## src/inc/pswc_params.svh

```systemverilog
/*
  Offsets, field positions, reset values and counts of the sector write engine.
  Assumes a word-addressed Avalon-MM slave port with 32-bit data.
*/
`ifndef PSWC_PARAMS_SVH
`define PSWC_PARAMS_SVH

// ==========================================================
// register word addresses
`define PSWC_ADDR_DATA 4'h0
`define PSWC_ADDR_FEAT_ERR 4'h1
`define PSWC_ADDR_COUNT 4'h2
`define PSWC_ADDR_SECNUM 4'h3
`define PSWC_ADDR_CYL_LOW 4'h4
`define PSWC_ADDR_CYL_HIGH 4'h5
`define PSWC_ADDR_DRV_HEAD 4'h6
`define PSWC_ADDR_CMD_STAT 4'h7
`define PSWC_ADDR_DEV_CTRL 4'h8

// ==========================================================
// task file array indices (address minus one)
`define PSWC_TF_FEAT 3'h0
`define PSWC_TF_COUNT 3'h1
`define PSWC_TF_SECNUM 3'h2
`define PSWC_TF_CYL_LOW 3'h3
`define PSWC_TF_CYL_HIGH 3'h4
`define PSWC_TF_NUM 5

// ==========================================================
// command codes
`define PSWC_CMD_WRITE28 8'h30
`define PSWC_CMD_RETRY_MASK 8'hFE
`define PSWC_CMD_WRITE48 8'h34

// ==========================================================
// field positions
`define PSWC_DH_LBA_SELECT 6
`define PSWC_DC_HIGH_BYTE_READBACK 7
`define PSWC_ST_BUSY 7
`define PSWC_ST_READY 6
`define PSWC_ST_DEVICE_FAULT 5
`define PSWC_ST_SEEK_COMPLETE 4
`define PSWC_ST_DRQ 3
`define PSWC_ST_ERR 0
`define PSWC_ER_ID_NOT_FOUND 4
`define PSWC_ER_ABORTED 2

// ==========================================================
// reset values and counts
`define PSWC_RST_BYTE 8'h00
`define PSWC_RST_DRV_HEAD 8'hA0
`define PSWC_WORDS_PER_SECTOR 8'hFF
`define PSWC_COUNT28_ZERO 17'h00100
`define PSWC_COUNT48_ZERO 17'h10000
`define PSWC_CHS_SECTORS 8'h3F
`define PSWC_CHS_LAST_HEAD 4'hF

`endif

```

## src/inc/pswc_pkg.sv

```systemverilog
/*
  Types of the sector write engine: bus carriers, media carriers, states.
  Assumes pswc_params.svh holds every number.
*/
package pswc_pkg;

  // ==========================================================
  // carriers
  typedef struct packed {
    logic read;
    logic write;
    logic [3:0] address;
    logic [3:0] byteenable;
    logic [31:0] writedata;
  } pswc_avs_req_s;

  typedef struct packed {
    logic waitrequest;
    logic [31:0] readdata;
  } pswc_avs_rsp_s;

  typedef struct packed {
    logic valid;
    logic [15:0] data;
  } pswc_word_s;

  typedef struct packed {
    logic valid;
    logic chs;
    logic [47:0] addr;
  } pswc_commit_s;

  // ==========================================================
  // engine states
  typedef enum logic [1:0] {
    ST_IDLE,
    ST_XFER,
    ST_FLUSH,
    ST_WAIT
  } pswc_state_e;

endpackage

```

## src/hw/pswc_top.sv

```systemverilog
/*
  Sector write engine: task file registers, command decode, word streaming to the media, completion report.
  Assumes a media back end on the same clock that takes words with valid/ready and answers each commit.
*/
// What this block does
// RQ1: codes 30h and 31h both start the same 28-bit sector write.
// RQ2: the low command bit of 30h/31h is ignored; 35h aborts instead of writing.
// RQ3: sector data arrives as 16-bit words through the data register.
// RQ4: each accepted sector is handed to the media and committed.
// RQ5: 28-bit count is eight bits, zero meaning 256 sectors.
// RQ6: an uncorrectable media error stops the write at that sector.
// RQ7: with lba_select clear the start is cylinder, head and sector.
// RQ8: with lba_select set sector number gives address bits 0-7.
// RQ9: cylinder low gives bits 8-15, cylinder high bits 16-23.
// RQ10: head_field gives address bits 24-27 with lba_select set.
// RQ11: 28-bit completion leaves unwritten sector count in sector count.
// RQ12: CHS completion reports cylinder, head, sector of last sector.
// RQ13: LBA completion reports current address in the address registers.
// RQ14: code 34h runs the 48-bit write with identical data transfer.
// RQ15: 48-bit count uses current and previous bytes, zero meaning 65536.
// RQ16: after a 48-bit error the failing address reads back by high_byte_readback.
// RQ17: a host interrupt is raised after every sector.
// RQ18: each address register holds current low byte and previous high byte.
// RQ19: failures report only id_not_found and aborted; status bits limited.
// RQ20: host sets device/head bits 7 and 5, lba_select for 48-bit.
`timescale 1ns/1ps
`include "pswc_params.svh"

module pswc_top
  import pswc_pkg::*;
(
  // clock and reset
  input wire logic clock,
  input wire logic sys_rst,
  // register bus
  input wire pswc_avs_req_s avs_req,
  output pswc_avs_rsp_s avs_rsp,
  // media word stream
  output pswc_word_s media_word,
  input wire logic media_word_ready,
  // media sector commit
  output pswc_commit_s media_commit,
  input wire logic media_done,
  input wire logic media_fail,
  input wire logic media_fault,
  // host interrupt
  output logic host_intrq
);

  // ==========================================================
  // state
  pswc_state_e state_reg;
  pswc_state_e state_next;
  logic [7:0] tf_cur_reg [0:`PSWC_TF_NUM-1];
  logic [7:0] tf_prev_reg [0:`PSWC_TF_NUM-1];
  logic [7:0] drv_head_reg;
  logic hob_reg;
  logic [7:0] error_reg;
  logic err_reg;
  logic fault_reg;
  logic ext_reg;
  logic chs_reg;
  logic [47:0] cur_addr_reg;
  logic [16:0] remain_reg;
  logic [7:0] word_cnt_reg;
  logic rd_ack_reg;
  logic [31:0] rdata_reg;
  logic intrq_reg;
  pswc_word_s word_reg;
  pswc_commit_s commit_reg;

  // ==========================================================
  // decoding
  function automatic logic is_addr(input logic [3:0] a, input logic [3:0] want);
    is_addr = (a == want);
  endfunction

  wire idle = (state_reg == ST_IDLE);
  wire busy = (state_reg == ST_FLUSH) || (state_reg == ST_WAIT);
  wire drq = (state_reg == ST_XFER);
  wire data_sel = is_addr(avs_req.address, `PSWC_ADDR_DATA);
  wire cmd_sel = is_addr(avs_req.address, `PSWC_ADDR_CMD_STAT);
  wire dc_sel = is_addr(avs_req.address, `PSWC_ADDR_DEV_CTRL);
  wire dh_sel = is_addr(avs_req.address, `PSWC_ADDR_DRV_HEAD);
  wire tf_sel = (avs_req.address >= `PSWC_ADDR_FEAT_ERR) && (avs_req.address <= `PSWC_ADDR_CYL_HIGH);
  wire [2:0] tf_idx = 3'(avs_req.address - `PSWC_ADDR_FEAT_ERR);
  wire lane0 = avs_req.byteenable[0];
  wire lanes01 = &avs_req.byteenable[1:0];
  wire [7:0] wbyte = avs_req.writedata[7:0];

  // data writes stall only while the single word slot cannot drain
  wire data_stall = data_sel && word_reg.valid && !media_word_ready;
  wire wait_wr = avs_req.write && data_stall;
  wire wait_rd = avs_req.read && !rd_ack_reg;
  wire wr_take = avs_req.write && !wait_wr;
  wire rd_take = avs_req.read && rd_ack_reg;
  wire word_take = wr_take && data_sel && lanes01 && drq; // RQ3
  wire cmd_take = wr_take && cmd_sel && lane0 && idle;
  // task file ignores host writes while a command runs
  wire tf_take = wr_take && tf_sel && lane0 && idle;
  wire dh_take = wr_take && dh_sel && lane0 && idle;
  wire dc_take = wr_take && dc_sel && lane0;

  // ==========================================================
  // command decode
  wire is_w28 = ((wbyte & `PSWC_CMD_RETRY_MASK) == `PSWC_CMD_WRITE28); // RQ1 RQ2
  wire is_w48 = (wbyte == `PSWC_CMD_WRITE48); // RQ14
  wire cmd_ok = cmd_take && (is_w28 || is_w48);
  wire cmd_bad = cmd_take && !(is_w28 || is_w48);
  wire lba_sel = drv_head_reg[`PSWC_DH_LBA_SELECT];

  wire [7:0] cnt_lo = tf_cur_reg[`PSWC_TF_COUNT];
  wire [7:0] cnt_hi = tf_prev_reg[`PSWC_TF_COUNT];
  wire [16:0] cnt28 = (cnt_lo == 8'h00) ? `PSWC_COUNT28_ZERO : {9'h000, cnt_lo}; // RQ5
  wire [16:0] cnt48 = ({cnt_hi, cnt_lo} == 16'h0000) ? `PSWC_COUNT48_ZERO : {1'b0, cnt_hi, cnt_lo}; // RQ15

  // 28-bit start: head/LBA 27:24, cylinder high/low, sector number
  wire [27:0] start28 = {drv_head_reg[3:0], tf_cur_reg[`PSWC_TF_CYL_HIGH],
                         tf_cur_reg[`PSWC_TF_CYL_LOW], tf_cur_reg[`PSWC_TF_SECNUM]}; // RQ7 RQ8 RQ9 RQ10
  // 48-bit start: previous bytes form the upper half
  wire [47:0] start48 = {tf_prev_reg[`PSWC_TF_CYL_HIGH], tf_prev_reg[`PSWC_TF_CYL_LOW],
                         tf_prev_reg[`PSWC_TF_SECNUM], start28[23:0]}; // RQ18
  wire [47:0] start_addr = is_w48 ? start48 : {20'h00000, start28};
  wire [16:0] start_cnt = is_w48 ? cnt48 : cnt28;

  // ==========================================================
  // address advance; CHS keeps {head, cylinder, sector} in the same slots
  wire [7:0] c_sec = cur_addr_reg[7:0];
  wire [15:0] c_cyl = cur_addr_reg[23:8];
  wire [3:0] c_head = cur_addr_reg[27:24];
  wire sec_wrap = (c_sec >= `PSWC_CHS_SECTORS);
  wire head_wrap = sec_wrap && (c_head == `PSWC_CHS_LAST_HEAD);
  wire [7:0] n_sec = sec_wrap ? 8'h01 : 8'(c_sec + 8'h01);
  wire [3:0] n_head = head_wrap ? 4'h0 : (sec_wrap ? 4'(c_head + 4'h1) : c_head);
  wire [15:0] n_cyl = head_wrap ? 16'(c_cyl + 16'h0001) : c_cyl;
  wire [47:0] next_chs = {20'h00000, n_head, n_cyl, n_sec};
  wire [47:0] next_lba = 48'(cur_addr_reg + 48'h000000000001);
  wire [47:0] next_addr = chs_reg ? next_chs : next_lba; // RQ12

  // ==========================================================
  // sector outcome
  wire sect_end = (state_reg == ST_WAIT) && media_done;
  wire sect_bad = sect_end && (media_fail || media_fault);
  wire sect_good = sect_end && !(media_fail || media_fault);
  wire last_sect = (remain_reg == 17'h00001);
  wire [16:0] remain_dec = 17'(remain_reg - 17'h00001);
  // failing sector stays counted as not written
  wire [16:0] rpt_cnt = sect_bad ? remain_reg : remain_dec; // RQ11
  wire flush_go = (state_reg == ST_FLUSH) && !word_reg.valid;

  // ==========================================================
  // state machine
  always_comb begin
    state_next = state_reg;
    case (state_reg)
      ST_IDLE: begin
        if (cmd_ok) begin
          state_next = ST_XFER;
        end
      end
      ST_XFER: begin
        if (word_take && (word_cnt_reg == `PSWC_WORDS_PER_SECTOR)) begin
          state_next = ST_FLUSH;
        end
      end
      ST_FLUSH: begin
        if (flush_go) begin
          state_next = ST_WAIT; // RQ4
        end
      end
      ST_WAIT: begin
        if (sect_bad) begin
          state_next = ST_IDLE; // RQ6
        end else if (sect_good) begin
          state_next = last_sect ? ST_IDLE : ST_XFER;
        end
      end
      default: begin
        state_next = ST_IDLE;
      end
    endcase
  end

  always_ff @(posedge clock) begin
    if (sys_rst) begin
      state_reg <= ST_IDLE;
    end else begin
      state_reg <= state_next;
    end
  end

  // ==========================================================
  // command context
  always_ff @(posedge clock) begin
    if (sys_rst) begin
      ext_reg <= 1'b0;
      chs_reg <= 1'b0;
      cur_addr_reg <= 48'h000000000000;
      remain_reg <= 17'h00000;
    end else if (cmd_ok) begin
      ext_reg <= is_w48;
      chs_reg <= is_w28 && !lba_sel; // RQ7
      cur_addr_reg <= start_addr;
      remain_reg <= start_cnt;
    end else if (sect_good) begin
      cur_addr_reg <= next_addr;
      remain_reg <= remain_dec;
    end
  end

  always_ff @(posedge clock) begin
    if (sys_rst || cmd_ok || sect_end) begin
      word_cnt_reg <= 8'h00;
    end else if (word_take) begin
      word_cnt_reg <= 8'(word_cnt_reg + 8'h01);
    end
  end

  // ==========================================================
  // status and error
  always_ff @(posedge clock) begin
    if (sys_rst || cmd_ok) begin
      error_reg <= `PSWC_RST_BYTE;
      err_reg <= 1'b0;
      fault_reg <= 1'b0;
    end else if (cmd_bad) begin
      error_reg[`PSWC_ER_ABORTED] <= 1'b1; // RQ19
      err_reg <= 1'b1;
    end else if (sect_bad) begin
      error_reg[`PSWC_ER_ID_NOT_FOUND] <= 1'b1; // RQ19
      err_reg <= 1'b1;
      fault_reg <= ext_reg && media_fault; // RQ19
    end
  end

  wire [7:0] status_byte = {busy, 1'b1, fault_reg, 1'b1, drq, 2'b00, err_reg}; // RQ19

  // ==========================================================
  // interrupt: set wins over the clearing status read
  wire intrq_set = sect_end || cmd_bad; // RQ17
  wire intrq_clr = rd_take && cmd_sel;
  always_ff @(posedge clock) begin
    if (sys_rst) begin
      intrq_reg <= 1'b0;
    end else if (intrq_set) begin
      intrq_reg <= 1'b1;
    end else if (intrq_clr) begin
      intrq_reg <= 1'b0;
    end
  end

  // ==========================================================
  // task file: host writes shift current into previous, completion overwrites
  genvar gi;
  generate
    for (gi = 0; gi < `PSWC_TF_NUM; gi = gi + 1) begin : g_tf
      logic rpt_hit;
      logic [7:0] rpt_cur;
      logic [7:0] rpt_prev;
      assign rpt_hit = sect_end && (gi != 0);
      assign rpt_cur = (gi == 1) ? rpt_cnt[7:0] :
                       (gi == 2) ? cur_addr_reg[7:0] :
                       (gi == 3) ? cur_addr_reg[15:8] : cur_addr_reg[23:16]; // RQ13
      assign rpt_prev = (gi == 1) ? rpt_cnt[15:8] :
                        (gi == 2) ? cur_addr_reg[31:24] :
                        (gi == 3) ? cur_addr_reg[39:32] : cur_addr_reg[47:40]; // RQ16
      always_ff @(posedge clock) begin
        if (sys_rst) begin
          tf_cur_reg[gi] <= `PSWC_RST_BYTE;
          tf_prev_reg[gi] <= `PSWC_RST_BYTE;
        end else if (rpt_hit) begin
          tf_cur_reg[gi] <= rpt_cur; // RQ11 RQ12
          if (ext_reg) begin
            tf_prev_reg[gi] <= rpt_prev; // RQ16
          end
        end else if (tf_take && (tf_idx == 3'(gi))) begin
          tf_cur_reg[gi] <= wbyte; // RQ18
          tf_prev_reg[gi] <= tf_cur_reg[gi];
        end
      end
    end
  endgenerate

  // head field tracks the reported address in 28-bit mode
  always_ff @(posedge clock) begin
    if (sys_rst) begin
      drv_head_reg <= `PSWC_RST_DRV_HEAD;
    end else if (sect_end && !ext_reg) begin
      drv_head_reg[3:0] <= cur_addr_reg[27:24]; // RQ12 RQ13
    end else if (dh_take) begin
      drv_head_reg <= wbyte; // RQ20
    end
  end

  always_ff @(posedge clock) begin
    if (sys_rst) begin
      hob_reg <= 1'b0;
    end else if (dc_take) begin
      hob_reg <= wbyte[`PSWC_DC_HIGH_BYTE_READBACK];
    end
  end

  // ==========================================================
  // media word slot and commit
  always_ff @(posedge clock) begin
    if (sys_rst) begin
      word_reg <= '0;
    end else if (word_take) begin
      word_reg.valid <= 1'b1; // RQ3
      word_reg.data <= avs_req.writedata[15:0];
    end else if (media_word_ready) begin
      word_reg.valid <= 1'b0;
    end
  end

  always_ff @(posedge clock) begin
    if (sys_rst) begin
      commit_reg <= '0;
    end else begin
      commit_reg.valid <= flush_go; // RQ4
      if (flush_go) begin
        commit_reg.chs <= chs_reg;
        commit_reg.addr <= cur_addr_reg;
      end
    end
  end

  // ==========================================================
  // register read path: one wait cycle, then registered data
  // an eight-slot view keeps the read index in range for every address
  logic [7:0] tf_view [0:7];
  genvar gv;

  generate
    for (gv = 0; gv < 8; gv = gv + 1) begin : g_view
      if (gv < `PSWC_TF_NUM) begin : g_used
        assign tf_view[gv] = hob_reg ? tf_prev_reg[gv] : tf_cur_reg[gv]; // RQ16
      end else begin : g_spare
        assign tf_view[gv] = 8'h00;
      end
    end
  endgenerate

  wire [7:0] tf_rd = tf_view[tf_idx]; // RQ16
  wire [7:0] rd_byte = is_addr(avs_req.address, `PSWC_ADDR_FEAT_ERR) ? error_reg :
                       tf_sel ? tf_rd :
                       dh_sel ? drv_head_reg :
                       cmd_sel ? status_byte :
                       dc_sel ? {hob_reg, 7'h00} : 8'h00;

  always_ff @(posedge clock) begin
    if (sys_rst) begin
      rd_ack_reg <= 1'b0;
      rdata_reg <= 32'h00000000;
    end else begin
      rd_ack_reg <= wait_rd;
      if (wait_rd) begin
        rdata_reg <= {24'h000000, rd_byte};
      end
    end
  end

  // ==========================================================
  // outputs
  assign avs_rsp.waitrequest = wait_rd || wait_wr;
  assign avs_rsp.readdata = rdata_reg;
  assign media_word = word_reg;
  assign media_commit = commit_reg;
  assign host_intrq = intrq_reg;

endmodule

```

## config.mk

```make
export PLATFORM = sky130hd
export DESIGN_NAME = pswc_top
export DESIGN_NICKNAME = d
export VERILOG_FILES = /design/src/inc/pswc_pkg.sv /design/src/hw/pswc_top.sv
export VERILOG_INCLUDE_DIRS = /design/src /design/src/inc
export SDC_FILE = /design/constraint.sdc
export NUM_CORES = 1
export LEC_CHECK = 0
export ABC_AREA = 0
export BUFFER_PORTS_ARGS = -buffer_cell sky130_fd_sc_hd__buf_2
export CORE_MARGIN = 2
export CORE_UTILIZATION = 30
export CTS_CLUSTER_DIAMETER = 50
export DETAILED_ROUTE_END_ITERATION = 7
export SLEW_MARGIN = 40
export SYNTH_ARGS = -nofsm -noshare
export SYNTH_HDL_FRONTEND = slang
export SYNTH_SLANG_ARGS = --single-unit
```

## constraint.sdc

```tcl
create_clock -name clock -period 4.12 [get_ports clock]
set_input_delay 0 -clock clock [delete_from_list [all_inputs] [get_ports clock]]
set_output_delay 0 -clock clock [all_outputs]
set_load 0.03 [all_outputs]
```

# Yosys cells after proc, flatten, opt, wreduce, memory -nomap -nowiden
# Memories as Yosys holds them, arrays and structs flattened.
# Index checks and enable logic that the tools add are counted.
dict set report totals {
  ff_bits 167
  ram_bits 80
  in_bits 48
  output_inout_bits 101
  n_memories 2
}
dict set report op_classes {
  addsub 7
  order_cmp 4
  eq_ne 22
  mux 88
  bitwise 21
  n_reduce_logical 69
}
# memory words word_bits rd rd_clocked_by_memory_dff write_ports line
set memory_table {}
lappend memory_table {tf_cur_reg 5 8 5 0 5 pswc_top.sv:54} ;# logic [7:0] tf_cur_reg [0:`PSWC_TF_NUM-1];
lappend memory_table {tf_prev_reg 5 8 5 0 5 pswc_top.sv:55} ;# logic [7:0] tf_prev_reg [0:`PSWC_TF_NUM-1];
# operator count
set op_table {}
lappend op_table {{$mux W8} 31}
lappend op_table {{$mux W48} 4}
lappend op_table {{$mux W17} 4}
lappend op_table {{$add A48 B1 Y48 const B} 1}
lappend op_table {{$logic_and A1 B1 Y1} 38}
lappend op_table {{$mux W1} 35}
lappend op_table {{$mux W16} 2}
lappend op_table {{$bmux W8 S3} 1}
lappend op_table {{$or A1 B1 Y1} 18}
lappend op_table {{$eq A17 B1 Y1 const B} 1}
lappend op_table {{$sub A17 B1 Y17 const B} 1}
lappend op_table {{$add A16 B1 Y16 const B} 1}
lappend op_table {{$add A8 B1 Y8 const B} 2}
lappend op_table {{$logic_not A16 Y1} 1}
lappend op_table {{$mux W4} 4}
lappend op_table {{$mux W2} 5}
lappend op_table {{$reduce_and A2 Y1} 5}
lappend op_table {{$reduce_bool A2 Y1} 5}
lappend op_table {{$mux W9} 1}
lappend op_table {{$eq A4 B3 Y1 const B} 2}
lappend op_table {{$eq A4 B4 Y1 const B} 2}
lappend op_table {{$eq A8 B6 Y1 const B} 1}
lappend op_table {{$eq A8 B8 Y1 const B} 1}
lappend op_table {{$ge A8 B6 Y1 const B} 1}
lappend op_table {{27 further kinds} 44}

# Longest topological paths before layout
# Gate-level depths: netlist (run 1).
dict set report depth {
  word_depth 15
  ltp_mapped 12
  ltp_nobuf 8
}

# Worst setup path before layout (run 1)
# Ideal clock, no wire load.
dict set report synth_timing {
  kind {input-to-reg}
  startpoint {input avs_req[36] (netlist name)}
  endpoint {memory tf_cur_reg[0][0], enable pin}
  arrival_ns 3.155
  required_ns 3.709
  path_slack_ns 0.554
  path_stages 9
  n_path_buf 2
  cell_sequence {clkbuf_1 clkbuf_1 inv_1 ha_1 xnor2_1 o21bai_1 nor3_1 nand2_1 o21ai_0}
}
# element line
set synth_rtl {}
lappend synth_rtl {{from (decl)} pswc_top.sv:36} ;# input wire pswc_avs_req_s avs_req,
lappend synth_rtl {{to (decl)} pswc_top.sv:54}

# Worst setup path after layout (run 1)
dict set report layout_timing {
  startpoint {register state_reg[0]}
  endpoint {register remain_reg[12]}
}
dict set report layout_between {
  elab_chain_cells 4
  elab_cells_between_ends 8
  classes_between {eq/ne: 1; mux: 1; reduce/logical: 6}
}
# element line
set layout_rtl {}
lappend layout_rtl {{from (decl)} pswc_top.sv:52} ;# pswc_state_e state_reg;
lappend layout_rtl {{from (signal assigned)} pswc_top.sv:188} ;# state_reg <= state_next;
lappend layout_rtl {{$eq A2 B2 Y1 or $logic_not A2 Y1 (tied branches)} {pswc_top.sv:142, pswc_top.sv:78}}
lappend layout_rtl {{$logic_and A1 B1 Y1, on equally long branches} {pswc_top.sv:142, pswc_top.sv:98}}
lappend layout_rtl {{$logic_and A1 B1 Y1, on equally long branches} {pswc_top.sv:144, pswc_top.sv:108}}
lappend layout_rtl {{$reduce_bool A2 Y1 (no line) or $mux W17 (tied branches)} --}
lappend layout_rtl {{to (signal assigned)} pswc_top.sv:204} ;# remain_reg <= start_cnt;
lappend layout_rtl {{to (signal assigned)} pswc_top.sv:207} ;# remain_reg <= remain_dec;
lappend layout_rtl {{to (decl)} pswc_top.sv:64} ;# logic [16:0] remain_reg;
# Several ways; a longest one is shown, not always the timed one.
# A chain may end at the register's enable or synchronous reset.

==> results of run 1 <==
-- how the worst max path moves through the flow --
stage,to,slack [ns],cells after the start
after floorplan,tf_cur_reg[0][0]$_SDFFCE_PN0P_,0.55,9
after global placement,remain_reg[10]$_SDFFE_PP0P_,0.96,9
after detailed placement,remain_reg[10]$_SDFFE_PP0P_,0.90,9
after CTS,remain_reg[12]$_SDFFE_PP0P_,0.84,9
after global routing,remain_reg[12]$_SDFFE_PP0P_,0.61,9
final,remain_reg[12]$_SDFFE_PP0P_,0.80,9
-- layer usage --
metal  part of all wire  routed length (µm)  GRT usage
met4              0.029                1238    0.06314
met1               0.44               18920     0.2704
met5                  0                   0          0
met3              0.090                3867    0.03993
met2               0.44               19010     0.2888
-- cell families (layout without fill, tap and decap cells) --
group	count (synthesis)	in the layout	share of synthesized area
and+or+nand+nor	553	553	0.2044
AOI/OAI and AO/OA	354	354	0.1889
DFF	247	247	0.4494
buffers and inverters	157	248	0.05481
xor gates and xnor gates	48	48	0.03288
muxes	46	46	0.05167
adders and majority gates	18	18	0.01762
other	1	24	0.0002933
-- area by class of cell --
type / instances / area (µm²) / share of cell area
clock buffers: 48 / 1028 / 0.06779
clock inverters: 16 / 143.9 / 0.009484
inverters: 19 / 71.32 / 0.004701
multi-input cells: 1043 / 6459 / 0.4257
flip-flops and latches: 247 / 5746 / 0.3787
well taps: 539 / 674.4 / 0.04445
repair buffers: 165 / 1050 / 0.06919
-- critical path: cells and delay by family, from the launching register on --
| kind | cells | cell delay, ns |
|---|---|---|
| and+or+nand+nor | 4 | 1.99 |
| buffers and inverters | 2 | 0.45 |
| DFF | 1 | 0.35 |
| adders and majority gates | 1 | 0.23 |
| AOI/OAI and AO/OA | 2 | 0.19 |
-- cells in the mapped netlist (5+ instances only) --
| cell | n | area [µm²] |
|---|---|---|
| a31oi_1 | 15 | 93.84 |
| a22o_1 | 65 | 569.3 |
| clkbuf_1 | 87 | 326.6 |
| nor2_1 | 102 | 382.9 |
| nand2_1 | 227 | 852.1 |
| or3_1 | 8 | 50.05 |
| ha_1 | 18 | 225.2 |
| nor3b_1 | 5 | 37.54 |
| buf_2 | 15 | 75.07 |
| o221ai_1 | 9 | 78.83 |
| a32o_1 | 7 | 70.07 |
| nor2b_1 | 7 | 43.79 |
| buf_1 | 10 | 37.54 |
| a221oi_1 | 5 | 43.79 |
| a211oi_1 | 31 | 232.7 |
| nor4_1 | 17 | 106.4 |
| a21o_1 | 9 | 67.56 |
| mux2i_1 | 30 | 300.3 |
| a21oi_1 | 118 | 590.6 |
| o21ai_0 | 35 | 175.2 |
| o211ai_1 | 7 | 52.55 |
| xnor2_1 | 32 | 280.3 |
| nor3_1 | 40 | 200.2 |
| nand4_1 | 27 | 168.9 |
| o21a_1 | 9 | 67.56 |
| nand3_1 | 41 | 205.2 |
| buf_4 | 24 | 180.2 |
| dfxtp_1 | 167 | 3343 |
| xor2_1 | 16 | 140.1 |
| a22oi_1 | 16 | 120.1 |
| and3_1 | 13 | 81.33 |
| inv_1 | 19 | 71.32 |
| edfxtp_1 | 80 | 2402 |
| mux4_2 | 16 | 360.4 |
| and4_1 | 5 | 43.79 |
| nand2b_1 | 14 | 87.58 |
| and2_1 | 24 | 150.1 |
| or4_1 | 7 | 52.55 |
-- per-stage QoR --
stage | instance area, µm² | utilization | total power, W | std cells
after floorplan | 12870 | - | 0.002905 | 1447
after global placement | 13710 | 0.3262 | 0.003020 | 1987
after detailed placement | 13750 | 0.3271 | 0.003032 | 1988
after CTS | 15170 | 0.3609 | 0.006078 | 2077
after global routing | 15170 | 0.3609 | 0.006209 | 2077
final | 15170 | 0.3609 | 0.006025 | 2077
-- power groups by stage --
stage	combinational, W	clock (W)	sequential [W]
after detailed placement	0.000371	0	0.00266
final	0.000392	0.00302	0.00261
after global placement	0.000359	0	0.00266
after global routing	0.000420	0.00317	0.00262
after CTS	0.000390	0.00308	0.00261
after floorplan	0.000260	0	0.00264
==> impl_metrics.csv, run 1 <==
group,metric,value,unit
layout,final_common_cell,"nand2_1",
timing,final_hold_viol_count,0,
layout,most-common-layout-cells,"nand2_1, dfxtp_1, a21oi_1, buf_2, nor2_1",
worst_setup_path,cp-start-kind,"register",
timing,whs,0.1313,ns
worst_hold_path,hp-class,"in -> reg",
pwr,p_int,0.004564,W
synth,postSynth.asyncResetShare,0,
layout,layout-drive-gt1-share,0.1502,
route,drt-initial-drc-count,1163,
worst_setup_path,worst_path_largest_cell_delay,0.81,ns
pwr,swShare,0.2424,
placement,dp_hpwl,30.07,mm
cts,cts_root_buffer,"clkbuf_16",
route,drtAntennaViolNets,0,
layout,syn_to_final_growth,18.67,%
cts,clk_pin_slew,0.06,ns
route,drtPass1Iterations,5,
worst_setup_path,worstPathRequired,4.53,ns
global_route,grt_max_degree,88,
placement,gp_congestion,0.9074,
floorplan,num_rows,75,
timing,finalSetupTns,0,ns
cts,htreeDepth,2,
synth,yosysWarnings,0,
cts,ctsResizeCount,0,
cts,postCtsSetupBuffers,0,
global_route,antenna_found_initial,0,
outcome,status,"complete, no violations",
floorplan,die_h,210.4,µm
synth,synth_flop_cell,"dfxtp_1",
floorplan,core_area,42040,µm²
cts,insertion_delay,0.51,ns
synth,syn_area,12780,µm²
timing,fin_ws,0.7978,ns
worst_setup_path,rr_worst_depth,9,
synth,ys_types,66,
timing,tightest_slew,0.8154,ns
worst_hold_path,min_from,"media_fail",
synth,syn_avg_cell_area,8.978,µm²
layout,largest_register_ffs,50,
cts,hold_buffers,25,
layout,nFillCells,4261,
timing,finClkSkew,0.01902,ns
timing,finalCriticalPeriod,3.322,ns
cts,clock_sinks,247,
pwr,peakVddDrop,0.2585,mV
pwr,leakage,5.509,nW
pwr,clkPwrFrac,0.501,
cts,cts_tree,"done",
route,post-route-drc-count,0,
placement,portBuffers,106,
route,dr_total_vias,11558,
layout,nNetsFinal,1578,
timing,max_freq,301.0,MHz
worst_hold_path,min_to,"cur_addr_reg[0]$_SDFFE_PP0P_",
run,max_cap_viol_count,0,
synth,ys_seq_area_frac,0.4494,
synth,synth_edf_count,80,
timing,slew_violations,0,
global_route,grt_pass1_wl,65.84,mm
pwr,powerDensity,397.1,nW/µm²
worst_setup_path,r2r_setup_slack,0.80,ns
floorplan,io_pins,149,
worst_hold_path,holdPathStages,6,
pwr,pwr-share-seq,0.434,
floorplan,die-area,44280,µm²
floorplan,initial_core_util,0.3041,
worst_setup_path,crit_type,"reg -> reg",
cts,cts_buffer_depth,3,
worst_setup_path,crit_start,"state_reg[0]$_SDFFE_PP0P_",
route,routedWlPerCell,20.72,µm
global_route,grt_usage,0.1907,
worst_setup_path,path_cells,"inv_1 > ha_1 > nand3_1 > nor4_4 > and2_1 > buf_4 > a21o_1 > a21oi_1 > nor3_1",
worst_setup_path,crit_slowest_cell,"nor4_4",
worst_setup_path,crit_path_max_fanout,20,
placement,pre_cts_slack,0.9039,ns
pwr,p_switching,0.001461,W
global_route,grt_pass1_vias,10884,
worst_setup_path,cp-end-kind,"register",
route,via_per_inst,5.565,
layout,diodes,0,
timing,grt_setup_unrepaired,"no",
worst_setup_path,r2r-end,"remain_reg[12]$_SDFFE_PP0P_",
timing,setup_viol,0,
worst_setup_path,arrival,3.74,ns
synth,ys_seq_elements,247,
worst_setup_path,reg2reg_from,"state_reg[0]$_SDFFE_PP0P_",
global_route,gr-total-overflow,0,
cts,cts_buffers,36,
timing,maxSlewHeadroom,0.4523,
synth,synth_cells,1424,
floorplan,fp.dieW,210.4,µm
pwr,combPwrFrac,0.065,
timing,fin_crit_sh,0.8064,
route,drt_wl_total,43.04,mm
(Power assumes the default switching activity.)
==> inputs of run 2 (changes only) <==
Clock period 4.12 ns to 3 ns, I/O delays scaled along.
==> impl_metrics.csv, run 2 (same netlist as run 1, synthesis figures left out) <==
group,metric,value,unit
cts,cts_buffer_depth,3,
worst_setup_path,cpLargestDelayFamily,"buffers and inverters",
route,drt-initial-drc-count,1218,
timing,max_freq,355.4,MHz
worst_setup_path,worst_path_largest_cell_delay,0.56,ns
cts,ctsResizeCount,0,
cts,cts_root_buffer,"clkbuf_16",
run,max_cap_viol_count,0,
worst_setup_path,path_buf_inv,4,
timing,grt_setup_unrepaired,"no",
route,dr_wl_met2,19.29,mm
layout,most-common-layout-cells,"nand2_1, dfxtp_1, a21oi_1, buf_2, nor2_1",
worst_setup_path,r2r_setup_slack,0.19,ns
route,maxUsedRoutingLayer,"met4",
placement,placed_cells,2008,
worst_setup_path,cp-end-kind,"register",
global_route,grt_pass1_wl,67.34,mm
worst_setup_path,arrival,3.26,ns
timing,fin_ws,0.1859,ns
worst_setup_path,crit_slowest_cell,"dlygate4sd3_1",
placement,pre_cts_slack,0.3200,ns
worst_setup_path,crit_path_max_fanout,5,
pwr,powerDensity,518.8,nW/µm²
worst_setup_path,cp-start-kind,"register",
route,drtPass1Iterations,5,
timing,fin_crit_sh,0.9380,
global_route,grt_max_degree,85,
layout,syn_to_final_growth,19.01,%
layout,nNetsFinal,1594,
route,post-route-drc-count,0,
cts,insertion_delay,0.57,ns
global_route,grt_pass1_vias,11080,
layout,largest_register_ffs,50,
worst_setup_path,worstPathRequired,3.45,ns
layout,final_cells,2092,
floorplan,io_pins,149,
route,routedWlPerCell,20.95,µm
pwr,p_int,0.005945,W
route,drt_wl_total,43.83,mm
cts,htreeDepth,1,
floorplan,die_h,210.4,µm
pwr,p_switching,0.001949,W
floorplan,core_area,42040,µm²
layout,layout-drive-gt1-share,0.1552,
pwr,combPwrFrac,0.070,
timing,finClkSkew,0.01720,ns
timing,final_hold_viol_count,0,
worst_setup_path,crit_type,"reg -> reg",
route,wl_met3,3.959,mm
global_route,grt_usage,0.1945,
layout,final_core_util,0.3619,
timing,finalCriticalPeriod,2.814,ns
timing,setup_viol,0,
route,drtAntennaViolNets,0,
cts,cts_buffers,31,
pwr,swShare,0.2469,
floorplan,initial_core_util,0.3041,
pwr,peakVddDrop,0.4400,mV
floorplan,num_rows,75,
timing,whs,0.1399,ns
route,wl_met1,19.45,mm
floorplan,fp.dieW,210.4,µm
worst_hold_path,hp-class,"in -> reg",
cts,clock_sinks,247,
pwr,pwr-share-seq,0.455,
placement,portBuffers,106,
timing,finalSetupTns,0,ns
pwr,leakage,5.541,nW
global_route,gr-total-overflow,0,
layout,diodes,0,
placement,dp_hpwl,31.10,mm
timing,slew_violations,0,
timing,maxSlewHeadroom,0.4808,
floorplan,die-area,44280,µm²
cts,clk_pin_slew,0.06,ns
timing,tightest_slew,0.7789,ns
route,dr_total_vias,11686,
placement,gp_congestion,0.9449,
cts,cts_tree,"done",
route,via_per_inst,5.586,
global_route,antenna_found_initial,0,
layout,final_common_cell,"nand2_1",
outcome,status,"complete, no violations",
worst_setup_path,path_cells,"inv_1 > ha_1 > nand3_1 > nor4_4 > buf_4 > and2_1 > buf_4 > nor3_1 > dlygate4sd3_1",
pwr,clkPwrFrac,0.476,
worst_setup_path,cpMostUsedCell,"buf_4",
[run 2: changes by cell type in the layout (fill, tap and decap cells not counted), moves of 2 or more]
cell / change
buf_4: +18
clkbuf_1: +2
clkinv_2: -6
clkbuf_16: -6
inv_6: +3
buf_12: +3
[run 2: final cells by class]
type	count	area (µm²)
fillers	4264	26830
clock inverters	13	136.4
flip-flops and latches	247	5746
clock buffers	45	899.6
multi-input cells	1043	6447
repair buffers	186	1240
well taps	539	674.4
inverters	19	71.32
[run 2: power groups by stage]
stage          registers, W  logic, W  clock network (W)
3_5_place_dp        0.00366  0.000520                  0
4_1_cts             0.00358  0.000545            0.00382
5_1_grt             0.00359  0.000588            0.00396
2_1_floorplan       0.00363  0.000358                  0
6_report            0.00359  0.000550            0.00376
3_3_place_gp        0.00365  0.000509                  0
[run 2: final timing paths]
| path | start | end | depth (start not counted) |
|---|---|---|---|
| hold reg to reg | media_commit[16]$_SDFFE_PP0P_ | media_commit[16]$_SDFFE_PP0P_ | 2 |
| setup reg to reg | state_reg[0]$_SDFFE_PP0P_ | fault_reg$_SDFFE_PP0P_ | 9 |
| setup / recovery | state_reg[0]$_SDFFE_PP0P_ | fault_reg$_SDFFE_PP0P_ | 9 |
| hold / removal | media_fail | cur_addr_reg[0]$_SDFFE_PP0P_ | 6 |
[run 2: metal layers]
metal / global-route usage / vias to the layer above
li1: - / 5369
met1: 0.2735 / 5670
met2: 0.3027 / 566
met3: 0.03844 / 81
met4: 0.05658 / 0
met5: 0 / -
[run 2: repair_timing]
action	CTS	global route
setup buffers	0	0
hold endpoints to repair	43	0
hold buffers	26	0
[run 2: tightest hold or removal path, cell delays in order]
cell     delay [ns]
buf_2          0.14
nor3_2         0.10
buf_12         0.18
nor2_1         0.09
a211o_1        0.09
a21oi_1        0.05
[run 2: metrics by stage]
step | total power, W | area [µm²]
finish | 0.007894 | 15210
CTS | 0.007946 | 15210
global route | 0.008135 | 15210
global placement | 0.004161 | 13910
detailed placement | 0.004175 | 13920
floorplan | 0.003990 | 12870
